==> config.mk <==
export PLATFORM = sky130hd
export DESIGN_NAME = btcr_regs
export DESIGN_NICKNAME = d
export VERILOG_FILES = /design/src/hw/btcr_sync.v /design/src/hw/btcr_regs.v
export VERILOG_INCLUDE_DIRS = /design/src /design/src/hw
export SDC_FILE = /design/constraint.sdc
export NUM_CORES = 1
export LEC_CHECK = 0
export BUFFER_PORTS_ARGS = -buffer_cell sky130_fd_sc_hd__buf_2
export CAP_MARGIN = 20
export CORE_AREA = 3 3 99 101
export DETAILED_ROUTE_END_ITERATION = 16
export DIE_AREA = 0 0 102 104
export GPL_ROUTABILITY_DRIVEN = 0
export PLACE_DENSITY_LB_ADDON = 0.2
export SYNTH_ARGS = -nofsm -noshare
export SYNTH_HDL_FRONTEND = slang
export SYNTH_HIERARCHICAL = 1
export SYNTH_SLANG_ARGS = --single-unit
==> constraint.sdc <==
create_clock -name clk_i -period 4.2 [get_ports clk_i]
set_input_delay 0.84 -clock clk_i [delete_from_list [all_inputs] [get_ports clk_i]]
set_output_delay 0.84 -clock clk_i [all_outputs]
set_load 0.03 [all_outputs]
==> src/hw/btcr_regs_map.vh <==
// Constants for the third buck regulator register bank
`ifndef BTCR_REGS_MAP_VH
`define BTCR_REGS_MAP_VH

// Register indexes; byte address is four times the index
`define BTCR_IDX_W 10
`define BTCR_IDX_RUN_VOLT 10'h03E
`define BTCR_IDX_STBY_VOLT 10'h03F
`define BTCR_IDX_SLP_VOLT 10'h040
`define BTCR_IDX_CTRL 10'h041

// Voltage code field
`define BTCR_CODE_W 4
`define BTCR_CODE_MSB 3
`define BTCR_CODE_LSB 0

// Control register fields
`define BTCR_CTRL_RUN_EN 0
`define BTCR_CTRL_STBY_EN 1
`define BTCR_CTRL_SLP_EN 2
`define BTCR_CTRL_LPWR 3
`define BTCR_CTRL_FCS 6
`define BTCR_CTRL_DIS_DIS 7
`define BTCR_CTRL_RST 1'b0

// Register width inside the 32-bit bus word
`define BTCR_REG_W 8
`define BTCR_DATA_ZERO 32'h00000000

// Device operating mode codes
`define BTCR_MODE_W 2
`define BTCR_MODE_RUN 2'h0
`define BTCR_MODE_STBY 2'h1
`define BTCR_MODE_SLP 2'h2
`define BTCR_MODE_OFF 2'h3

`endif

==> src/hw/btcr_sync.v <==
// Two-flop synchroniser bank for inputs from outside the clock domain
module btcr_sync #(
  parameter W = 1
) (
  input wire clk_i,
  input wire rst_i,
  input wire [W-1:0] d_i,
  output wire [W-1:0] q_o
);
  // First stage is read only by the second stage
  reg [W-1:0] meta;
  // Second stage feeds the logic
  reg [W-1:0] stable;

  genvar i;
  generate
    for (i = 0; i < W; i = i + 1) begin : g_bit
      // One synchroniser per bit; bits are independent levels
      always @(posedge clk_i) begin
        if (rst_i) begin
          meta[i] <= 1'b0;
          stable[i] <= 1'b0;
        end else begin
          meta[i] <= d_i[i];
          stable[i] <= meta[i];
        end
      end
    end
  endgenerate

  assign q_o = stable;
endmodule

==> src/hw/btcr_regs.v <==
// Register bank and output control for the third buck regulator
//
// Notes on behaviour
// - Run voltage code, bits 3:0, from fuses
// - Standby voltage code, bits 3:0, from fuses
// - Sleep voltage code, bits 3:0, from fuses
// - Voltage codes are read only to software
// - Run enable resets 0, loads at sequence
// - Run enable 1 runs, 0 turns off
// - Standby enable bit 1 gates standby
// - Sleep enable bit 2, plain read-write
// - Low-power select in standby or sleep
// - Bit 6 forces continuous switching
// - Discharge bit 0 connects resistor off
// - Discharge bit 1 leaves resistor open
// - Run and standby enables and discharge load from fuses
`include "btcr_regs_map.vh"

module btcr_regs #(
  parameter ADDR_W = 12
) (
  input wire clk_i,
  input wire rst_i,
  input wire psel_i,
  input wire penable_i,
  input wire pwrite_i,
  input wire [ADDR_W-1:0] paddr_i,
  input wire [31:0] pwdata_i,
  input wire [3:0] pstrb_i,
  output reg [31:0] prdata_o,
  output reg pready_o,
  output reg pslverr_o,
  input wire fuse_ready_i,
  input wire [3:0] fuse_run_code_i,
  input wire [3:0] fuse_stby_code_i,
  input wire [3:0] fuse_slp_code_i,
  input wire fuse_run_enable_i,
  input wire fuse_standby_enable_i,
  input wire fuse_discharge_disable_i,
  input wire seq_slot_i,
  input wire [1:0] device_mode_i,
  output reg regulator_on_o,
  output reg low_power_o,
  output reg forced_pwm_o,
  output reg discharge_connect_o,
  output reg [3:0] voltage_code_o
);
  // Sync bank width: ready, 3 codes, 3 fuse bits, slot, mode
  localparam SW = 1 + 3 * `BTCR_CODE_W + 3 + 1 + `BTCR_MODE_W;

  // Fuse load sequencing states, one-hot
  localparam S_WAIT = 3'b001;
  localparam S_LOAD = 3'b010;
  localparam S_DONE = 3'b100;

  // Synchronised copies of the pins
  wire [SW-1:0] sync_q;
  wire s_ready;
  wire [3:0] s_run_code;
  wire [3:0] s_stby_code;
  wire [3:0] s_slp_code;
  wire s_run_en;
  wire s_stby_en;
  wire s_dis_dis;
  wire s_slot;
  wire [1:0] s_mode;

  // Voltage code storage, hardware loaded only
  reg [3:0] run_voltage_code;
  reg [3:0] standby_voltage_code;
  reg [3:0] sleep_voltage_code;

  // Control register fields
  reg run_enable;
  reg standby_enable;
  reg sleep_enable;
  reg low_power_select;
  reg forced_continuous_switching;
  reg discharge_disable;

  // Load sequencing
  reg [2:0] state;
  reg [2:0] next_state;
  reg slot_d;
  reg slot_pend;

  // Bus decode
  wire [`BTCR_IDX_W-1:0] idx;
  wire hit_run;
  wire hit_stby;
  wire hit_slp;
  wire hit_ctrl;
  wire hit_any;
  wire setup;
  wire access_done;
  wire wr_ctrl;
  reg [`BTCR_REG_W-1:0] rd_byte;

  // Hardware load strobes
  wire fuse_load;
  wire run_load;
  wire slot_rise;

  // Mode qualified enable
  reg next_on;

  btcr_sync #(
    .W(SW)
  ) u_sync (
    .clk_i(clk_i),
    .rst_i(rst_i),
    .d_i({fuse_ready_i, fuse_run_code_i, fuse_stby_code_i, fuse_slp_code_i,
          fuse_run_enable_i, fuse_standby_enable_i, fuse_discharge_disable_i,
          seq_slot_i, device_mode_i}),
    .q_o(sync_q)
  );

  // Fuse data is assumed stable once ready is seen, so bits need not match up
  assign {s_ready, s_run_code, s_stby_code, s_slp_code,
          s_run_en, s_stby_en, s_dis_dis, s_slot, s_mode} = sync_q;

  // Word index of the access; low two address bits ignored
  assign idx = paddr_i[`BTCR_IDX_W+1:2];
  assign hit_run = (idx == `BTCR_IDX_RUN_VOLT);
  assign hit_stby = (idx == `BTCR_IDX_STBY_VOLT);
  assign hit_slp = (idx == `BTCR_IDX_SLP_VOLT);
  assign hit_ctrl = (idx == `BTCR_IDX_CTRL);
  assign hit_any = hit_run | hit_stby | hit_slp | hit_ctrl;

  // Setup phase and the edge where an access completes
  assign setup = psel_i & ~penable_i;
  assign access_done = psel_i & penable_i & pready_o;

  // Only the low lane carries register data
  assign wr_ctrl = access_done & pwrite_i & hit_ctrl & pstrb_i[0];

  // Read value; unused bits forced to zero
  always @* begin
    rd_byte = {`BTCR_REG_W{1'b0}};
    if (hit_run) begin
      rd_byte[`BTCR_CODE_MSB:`BTCR_CODE_LSB] = run_voltage_code;
    end else if (hit_stby) begin
      rd_byte[`BTCR_CODE_MSB:`BTCR_CODE_LSB] = standby_voltage_code;
    end else if (hit_slp) begin
      rd_byte[`BTCR_CODE_MSB:`BTCR_CODE_LSB] = sleep_voltage_code;
    end else if (hit_ctrl) begin
      rd_byte[`BTCR_CTRL_RUN_EN] = run_enable;
      rd_byte[`BTCR_CTRL_STBY_EN] = standby_enable;
      rd_byte[`BTCR_CTRL_SLP_EN] = sleep_enable;
      rd_byte[`BTCR_CTRL_LPWR] = low_power_select;
      rd_byte[`BTCR_CTRL_FCS] = forced_continuous_switching;
      rd_byte[`BTCR_CTRL_DIS_DIS] = discharge_disable;
    end else begin
      // Unmapped word reads zero
      rd_byte = {`BTCR_REG_W{1'b0}};
    end
  end

  // APB answer: ready and data prepared in setup, so no wait states
  always @(posedge clk_i) begin
    if (rst_i) begin
      pready_o <= 1'b0;
      pslverr_o <= 1'b0;
      prdata_o <= `BTCR_DATA_ZERO;
    end else if (setup) begin
      pready_o <= 1'b1;
      pslverr_o <= ~hit_any;
      prdata_o <= {{(32 - `BTCR_REG_W){1'b0}}, rd_byte};
    end else if (access_done) begin
      // Drop ready so a stalled setup is never answered early
      pready_o <= 1'b0;
      pslverr_o <= 1'b0;
    end
  end

  // Fuse load sequencing
  always @* begin
    next_state = state;
    case (state)
      S_WAIT: begin
        if (s_ready) begin
          next_state = S_LOAD;
        end
      end
      S_LOAD: begin
        next_state = S_DONE;
      end
      S_DONE: begin
        // Stay loaded until the next reset
        next_state = S_DONE;
      end
      default: begin
        next_state = S_WAIT;
      end
    endcase
  end

  always @(posedge clk_i) begin
    if (rst_i) begin
      state <= S_WAIT;
    end else begin
      state <= next_state;
    end
  end

  assign fuse_load = (state == S_LOAD);
  assign slot_rise = s_slot & ~slot_d;
  // A slot seen before fuses are loaded is held until they are
  assign run_load = (state == S_DONE) & (slot_rise | slot_pend);

  // Sequencer slot edge detect and hold
  always @(posedge clk_i) begin
    if (rst_i) begin
      slot_d <= 1'b0;
      slot_pend <= 1'b0;
    end else begin
      slot_d <= s_slot;
      if (run_load) begin
        slot_pend <= 1'b0;
      end else if (slot_rise) begin
        slot_pend <= 1'b1;
      end
    end
  end

  // Voltage codes: fuses only, bus writes have no path here
  always @(posedge clk_i) begin
    if (rst_i) begin
      run_voltage_code <= {`BTCR_CODE_W{1'b0}};
      standby_voltage_code <= {`BTCR_CODE_W{1'b0}};
      sleep_voltage_code <= {`BTCR_CODE_W{1'b0}};
    end else if (fuse_load) begin
      run_voltage_code <= s_run_code;
      standby_voltage_code <= s_stby_code;
      sleep_voltage_code <= s_slp_code;
    end
  end

  // Run enable: reset 0, fuse load at the sequence slot, then software
  always @(posedge clk_i) begin
    if (rst_i) begin
      run_enable <= `BTCR_CTRL_RST;
    end else if (run_load) begin
      // Hardware load wins over a write in the same cycle
      run_enable <= s_run_en;
    end else if (wr_ctrl) begin
      run_enable <= pwdata_i[`BTCR_CTRL_RUN_EN];
    end
  end

  // Standby enable and discharge control: fuse load plus software
  always @(posedge clk_i) begin
    if (rst_i) begin
      standby_enable <= `BTCR_CTRL_RST;
      discharge_disable <= `BTCR_CTRL_RST;
    end else if (fuse_load) begin
      // Fuse image is expected to mirror the first buck run enable
      standby_enable <= s_stby_en;
      discharge_disable <= s_dis_dis;
    end else if (wr_ctrl) begin
      standby_enable <= pwdata_i[`BTCR_CTRL_STBY_EN];
      discharge_disable <= pwdata_i[`BTCR_CTRL_DIS_DIS];
    end
  end

  // Plain read-write fields; bits 5:4 are not stored
  always @(posedge clk_i) begin
    if (rst_i) begin
      sleep_enable <= `BTCR_CTRL_RST;
      low_power_select <= `BTCR_CTRL_RST;
      forced_continuous_switching <= `BTCR_CTRL_RST;
    end else if (wr_ctrl) begin
      sleep_enable <= pwdata_i[`BTCR_CTRL_SLP_EN];
      low_power_select <= pwdata_i[`BTCR_CTRL_LPWR];
      forced_continuous_switching <= pwdata_i[`BTCR_CTRL_FCS];
    end
  end

  // Which enable applies in the present device mode
  always @* begin
    next_on = 1'b0;
    case (s_mode)
      `BTCR_MODE_RUN: begin
        next_on = run_enable;
      end
      `BTCR_MODE_STBY: begin
        next_on = standby_enable;
      end
      `BTCR_MODE_SLP: begin
        next_on = sleep_enable;
      end
      default: begin
        // Off mode keeps the regulator down
        next_on = 1'b0;
      end
    endcase
  end

  // Power stage controls, all registered
  always @(posedge clk_i) begin
    if (rst_i) begin
      regulator_on_o <= 1'b0;
      low_power_o <= 1'b0;
      forced_pwm_o <= 1'b0;
      discharge_connect_o <= 1'b0;
      voltage_code_o <= {`BTCR_CODE_W{1'b0}};
    end else begin
      regulator_on_o <= next_on;
      // Low power only applies outside run mode
      low_power_o <= next_on & low_power_select &
                     ((s_mode == `BTCR_MODE_STBY) | (s_mode == `BTCR_MODE_SLP));
      forced_pwm_o <= next_on & forced_continuous_switching;
      // Resistor only while disabled and not inhibited
      discharge_connect_o <= ~next_on & ~discharge_disable;
      // Code follows the mode; sleep and off share the sleep code
      if (s_mode == `BTCR_MODE_RUN) begin
        voltage_code_o <= run_voltage_code;
      end else if (s_mode == `BTCR_MODE_STBY) begin
        voltage_code_o <= standby_voltage_code;
      end else begin
        voltage_code_o <= sleep_voltage_code;
      end
    end
  end
endmodule

# Word level (Yosys, flattened, before mapping)
# Cells that the tools add are included.
word_totals:
  reg_bits: 79
  in_bits: 72
  output_inout_bits: 42
  word_cells: 118
op_classes:
  eq_ne: 10
  n_mux: 22
  n_bitwise: 22
  n_reduce_logical: 6
ops:
  columns: ["operator", "count"]
  rows:
  - ["4-bit two-way mux", 9]
  - ["10-bit by 6-bit == test with 1-bit output (second input constant)", 2]
  - ["10-bit by 7-bit == test with 1-bit output (second input constant)", 2]
  - ["1-bit AND", 12]
  - ["1-bit two-way mux", 9]
  - ["3-bit case mux with 2 select lines", 1]
  - ["2-bit nonzero test", 3]
  - ["1-bit NOT", 5]
  - ["1-bit bitwise OR", 5]
  - ["2-bit OR reduction", 2]
  - ["3-bit by 1-bit == test with 1-bit output (second input constant)", 1]
  - ["3-bit by 2-bit == test with 1-bit output (second input constant)", 1]
  - ["3-bit == test (second input constant)", 1]
  - ["3-bit two-way mux", 1]
  - ["1-bit case mux with 3 select lines", 1]
  - ["2-bit by 1-bit == test with 1-bit output (second input constant)", 1]
  - ["2-bit == test (second input constant)", 1]
  - ["2-bit logical NOT", 1]
  - ["2-bit two-way mux", 1]
  - ["2-bit by 1-bit inequality test with 1-bit output (second input constant)", 1]

# Depth between registers and ports, before layout
depth:
  depth_word: 7
  depth_mapped: 7
  depth_no_buf: 6

# Hierarchy
# Netlist, hierarchy kept.
by_module_without_submodules:
  columns: ["mod", "instances", "cells_per_inst", "area_each_um2", "seq_area_each_um2"]
  rows:
  - ["btcr_regs", 1, 215, 1911.8, 780.7]
  - ["btcr_sync", 1, 80, 1212.4, 760.7]

# Worst setup path before layout
# OpenSTA, ideal clock, no wires.
synth_path:
  path_type: "input port to flip-flop"
  start: "input port paddr_i[2]"
  end: "register discharge_disable"
  setup_ns: 0.137
  arrival_time_ns: 2.116
  t_required_ns: 4.063
  setup_slack_ns: 1.947
  stages: 5
  n_path_buf: 1
  path_cell_list: "buf_6 > or4b_4 > nor4_4 > mux2i_1 > a211oi_1"
synth_via:
  elab_chain_len: 4
synth_lines:
  columns: ["item", "line", "text"]
  rows:
  - ["start, declared", "btcr_regs.v:27", "input wire [ADDR_W-1:0] paddr_i,"]
  - ["10-bit by 7-bit == test with 1-bit output (no source line)", null, null]
  - ["1-bit AND (2 in series)", "btcr_regs.v:135", "assign wr_ctrl = access_done & pwrite_i & hit_ctrl & pstrb_i[0];"]
  - ["2-bit nonzero test (no source line)", null, null]
  - ["end signal, assigned", "btcr_regs.v:255", "discharge_disable <= `BTCR_CTRL_RST;"]
  - ["end signal, assigned", "btcr_regs.v:259", "discharge_disable <= s_dis_dis;"]
  - ["end signal, assigned", "btcr_regs.v:262", "discharge_disable <= pwdata_i[`BTCR_CTRL_DIS_DIS];"]
  - ["end, declared", "btcr_regs.v:79", "reg discharge_disable;"]
# Every way passes these cells.
# A chain may end at the register's enable or synchronous reset.

# Final worst setup path
layout_path:
  start: "input port paddr_i[2]"
  end: "register run_enable"
layout_via:
  elab_chain_len: 4
layout_lines:
  columns: ["item", "line", "text"]
  rows:
  - ["10-bit by 7-bit == test with 1-bit output (no source line)", null, null]
  - ["1-bit AND (2 in series)", "btcr_regs.v:135", null]
  - ["2-bit nonzero test (no source line)", null, null]
  - ["end signal, assigned", "btcr_regs.v:242", "run_enable <= `BTCR_CTRL_RST;"]
  - ["end signal, assigned", "btcr_regs.v:245", "run_enable <= s_run_en;"]
  - ["end signal, assigned", "btcr_regs.v:247", "run_enable <= pwdata_i[`BTCR_CTRL_RUN_EN];"]
  - ["end, declared", "btcr_regs.v:74", "reg run_enable;"]
# Every way passes these cells.

==> results.cfg <==
[outcome]
status = finished, final reports clean

[synth]
synth-edff-count = 0
synth_area_leaders = dfxtp_1 49%, nor2b_4 8.8%, buf_4 6.2%
synth_mux_area_share_pct = 5.77
synthCells = 295
synth_seq_cells = 77
synth_top_cell_by_area = dfxtp_1
synth-simple-area-share_pct = 26.3
async_flop_share_pct = 0
synth_top_family_by_area = simple AND/OR/NAND/NOR gates
ys_types = 36
synthAdderAreaFrac_pct = 1.60
synth.most_common_cell = dfxtp_1
ys_seq_area_share_pct = 49.3
synthXorXnorAreaFrac_pct = 0.280
synth_area_um2 = 3120
synth_compound_area_share_pct = 6.89
ys_warn_count = 6
syn_area_per_cell_um2 = 10.6
synth_common_cells = 77 x dfxtp_1, 28 x nand2_1, 26 x buf_4, 20 x nor2_1, 20 x nor2b_4
yosysTopAreaCellShare_pct = 49.3
ys.flop_type = dfxtp_1

[clocking]
cts-htree-levels = 3
ctsResizeCount = 0
root_buffer = clkbuf_8
cts_tree = built
post_cts_buffers = 0
worst_skew_pair.late_latency_ns = 0.34
clk_path_buf_depth = 2
cts_made_buffers = 9
clkSinkCount = 77
ctsHoldBuffers = 0
clk_pin_slew_ns = 0.08

[place]
post_dp_cell_area_um2 = 3350
port_buffers = 56
hpwl_mm = 3.78
dp_slack_ns = 1.62

[power_and_ir_drop]
leakage_nw = 1.53
powerDensity_nw_per_um2 = 420
ir_drop_v = 0.000184

[timing]
finalCritPeriodShare_pct = 52.3
worst_slew_pin_slew_ns = 0.930
min_period_ns = 2.20
rsz0062_at_grt = false
hold_viol_final = 0
setup_ws_ns = 2.00
setup_violations = 0
skew_ns = 0.00703
hold_slack_ns = 0.436
maxSlewViolCount = 0
max_clock_freq_mhz = 455
relSlewSlack_pct = 38.0
setup-tns-final_ns = 0

[critical_path]
crit_type = in2reg
crit_path_max_incr_delay_ns = 0.55
cp-start-kind = input port
arrival_ns = 2.38
crit_fanout = 9
worst_setup_path_end_kind = flip-flop
cp_slowest_cell = or4b_4
crit_chain = buf_2 > or4b_4 > nor4_4 > mux2i_1 > a211oi_1
required_ns = 4.39

[grt]
grt_pass1_wl_mm = 8.38
grt_pass1_vias = 1775
grt.total_usage_pct = 10.1
antenna_found_initial = 0
grt-ovfl-total = 0
grt_start_max_net_pins = 68

[layout]
layout-drive-gt1-share_pct = 27.4
n_antenna_cell = 0
final_cell_area_um2 = 3590
post-route-util_pct = 39.4
nNetsFinal = 425
areaGrowthSynthToFinish_pct = 14.8

[drt]
wl_per_cell_um = 11.5
drt_wl_total_mm = 5.36
vias_per_cell = 4.36
via_count = 2027
drt_pass1_iterations = 6
drc = 0
ant_nets = 0
drt-initial-drc-count = 58

[floorplanning]
initial_core_util_pct = 34.3
die_area_um2 = 10600
die_w_um = 102
coreArea_um2 = 9110
die_h_um = 104
ios = 114
placementRows = 35

[job]
max_cap_violations = 0

[min_path]
hold_path.class = reg2reg
-- cell type report --
class | count | area [um^2]
repair buffers | 57 | 290
inverters | 3 | 11.3
clock buffers | 10 | 138
clock inverters | 6 | 95.1
multi-input cells | 201 | 1370
flip-flops and latches | 77 | 1540
fillers | 928 | 5520
well taps | 111 | 139
-- cells by family (layout without fill, tap and decap cells) --
logic type,count (synthesis),after routing
muxes,18,18
other,1,26
xor gates and xnor gates,1,1
adders and majority gates,4,4
buffers and inverters,42,76
AOI/OAI and AO/OA,36,36
and+or+nand+nor,116,116
DFF,77,77
-- worst paths after layout --
kind / startpoint / end / slack, ns / cells after the start
max: paddr_i[2] / run_enable$_SDFFE_PP0P_ / 2.00 / 5
min: u_sync/meta[17]$_SDFF_PP0_ / u_sync/q_o[17]$_SDFF_PP0_ / 0.44 / 1
max reg2reg: u_sync/q_o[0]$_SDFF_PP0_ / low_power_o$_SDFF_PP0_ / 2.48 / 5
min reg2reg: u_sync/meta[17]$_SDFF_PP0_ / u_sync/q_o[17]$_SDFF_PP0_ / 0.44 / 1
-- routing by layer --
metal  vias up  global-route usage, %  share of wire (%)
li1       1038                      -                  -
met5         -                      0                  0
met4         0                   4.22                1.5
met1       907                   13.1                 49
met3         8                   3.89                6.8
met2        74                   15.0                 43
-- power breakdown --
part	switching (mW)	leakage, nW	internal, mW	total, mW
sequential	0.00670	0.630	0.750	0.756
combinational	0.0722	0.780	0.0428	0.115
clock	0.277	0.117	0.356	0.633
total	0.356	1.53	1.15	1.50
-- per-stage QoR --
step | power, mW | std cells
after floorplan | 0.882 | 320
after global placement | 0.888 | 449
after detailed placement | 0.889 | 449
after CTS | 1.53 | 465
after global routing | 1.57 | 465
final | 1.50 | 465
-- sequential cells by signal, summed over array words and instances (netlist names), 3 cells and up --
name                  cells
state                     3
prdata_o                  6
run_voltage_code          4
voltage_code_o            4
u_sync/meta              19
u_sync/q_o               19
standby_voltage_code      4
sleep_voltage_code        4
-- layout by cell type, fill, tap and decap left out, types with 3 or more instances in the layout --
cell type  count
conb_1        26
o22a_1         4
mux2i_1       18
dfxtp_1       77
nor2b_4       20
nor2b_1       15
nor2_1        20
a21oi_1       19
a211oi_1       4
nor3_1         3
nand3_1        4
inv_1          3
or3_1          3
buf_2         55
nand2_1       28
clkinv_4       3
and2b_1        6
clkbuf_8      10
o21ai_0        6
nand3b_1       5
ha_1           4
-- worst max-delay path, delay by kind of cell --
kind / cells / cell delay [ns]
AOI/OAI and AO/OA: 1 / 0.09
buffers and inverters: 1 / 0.24
muxes: 1 / 0.25
and+or+nand+nor: 2 / 0.96
Power figures use the tool's default switching activity.
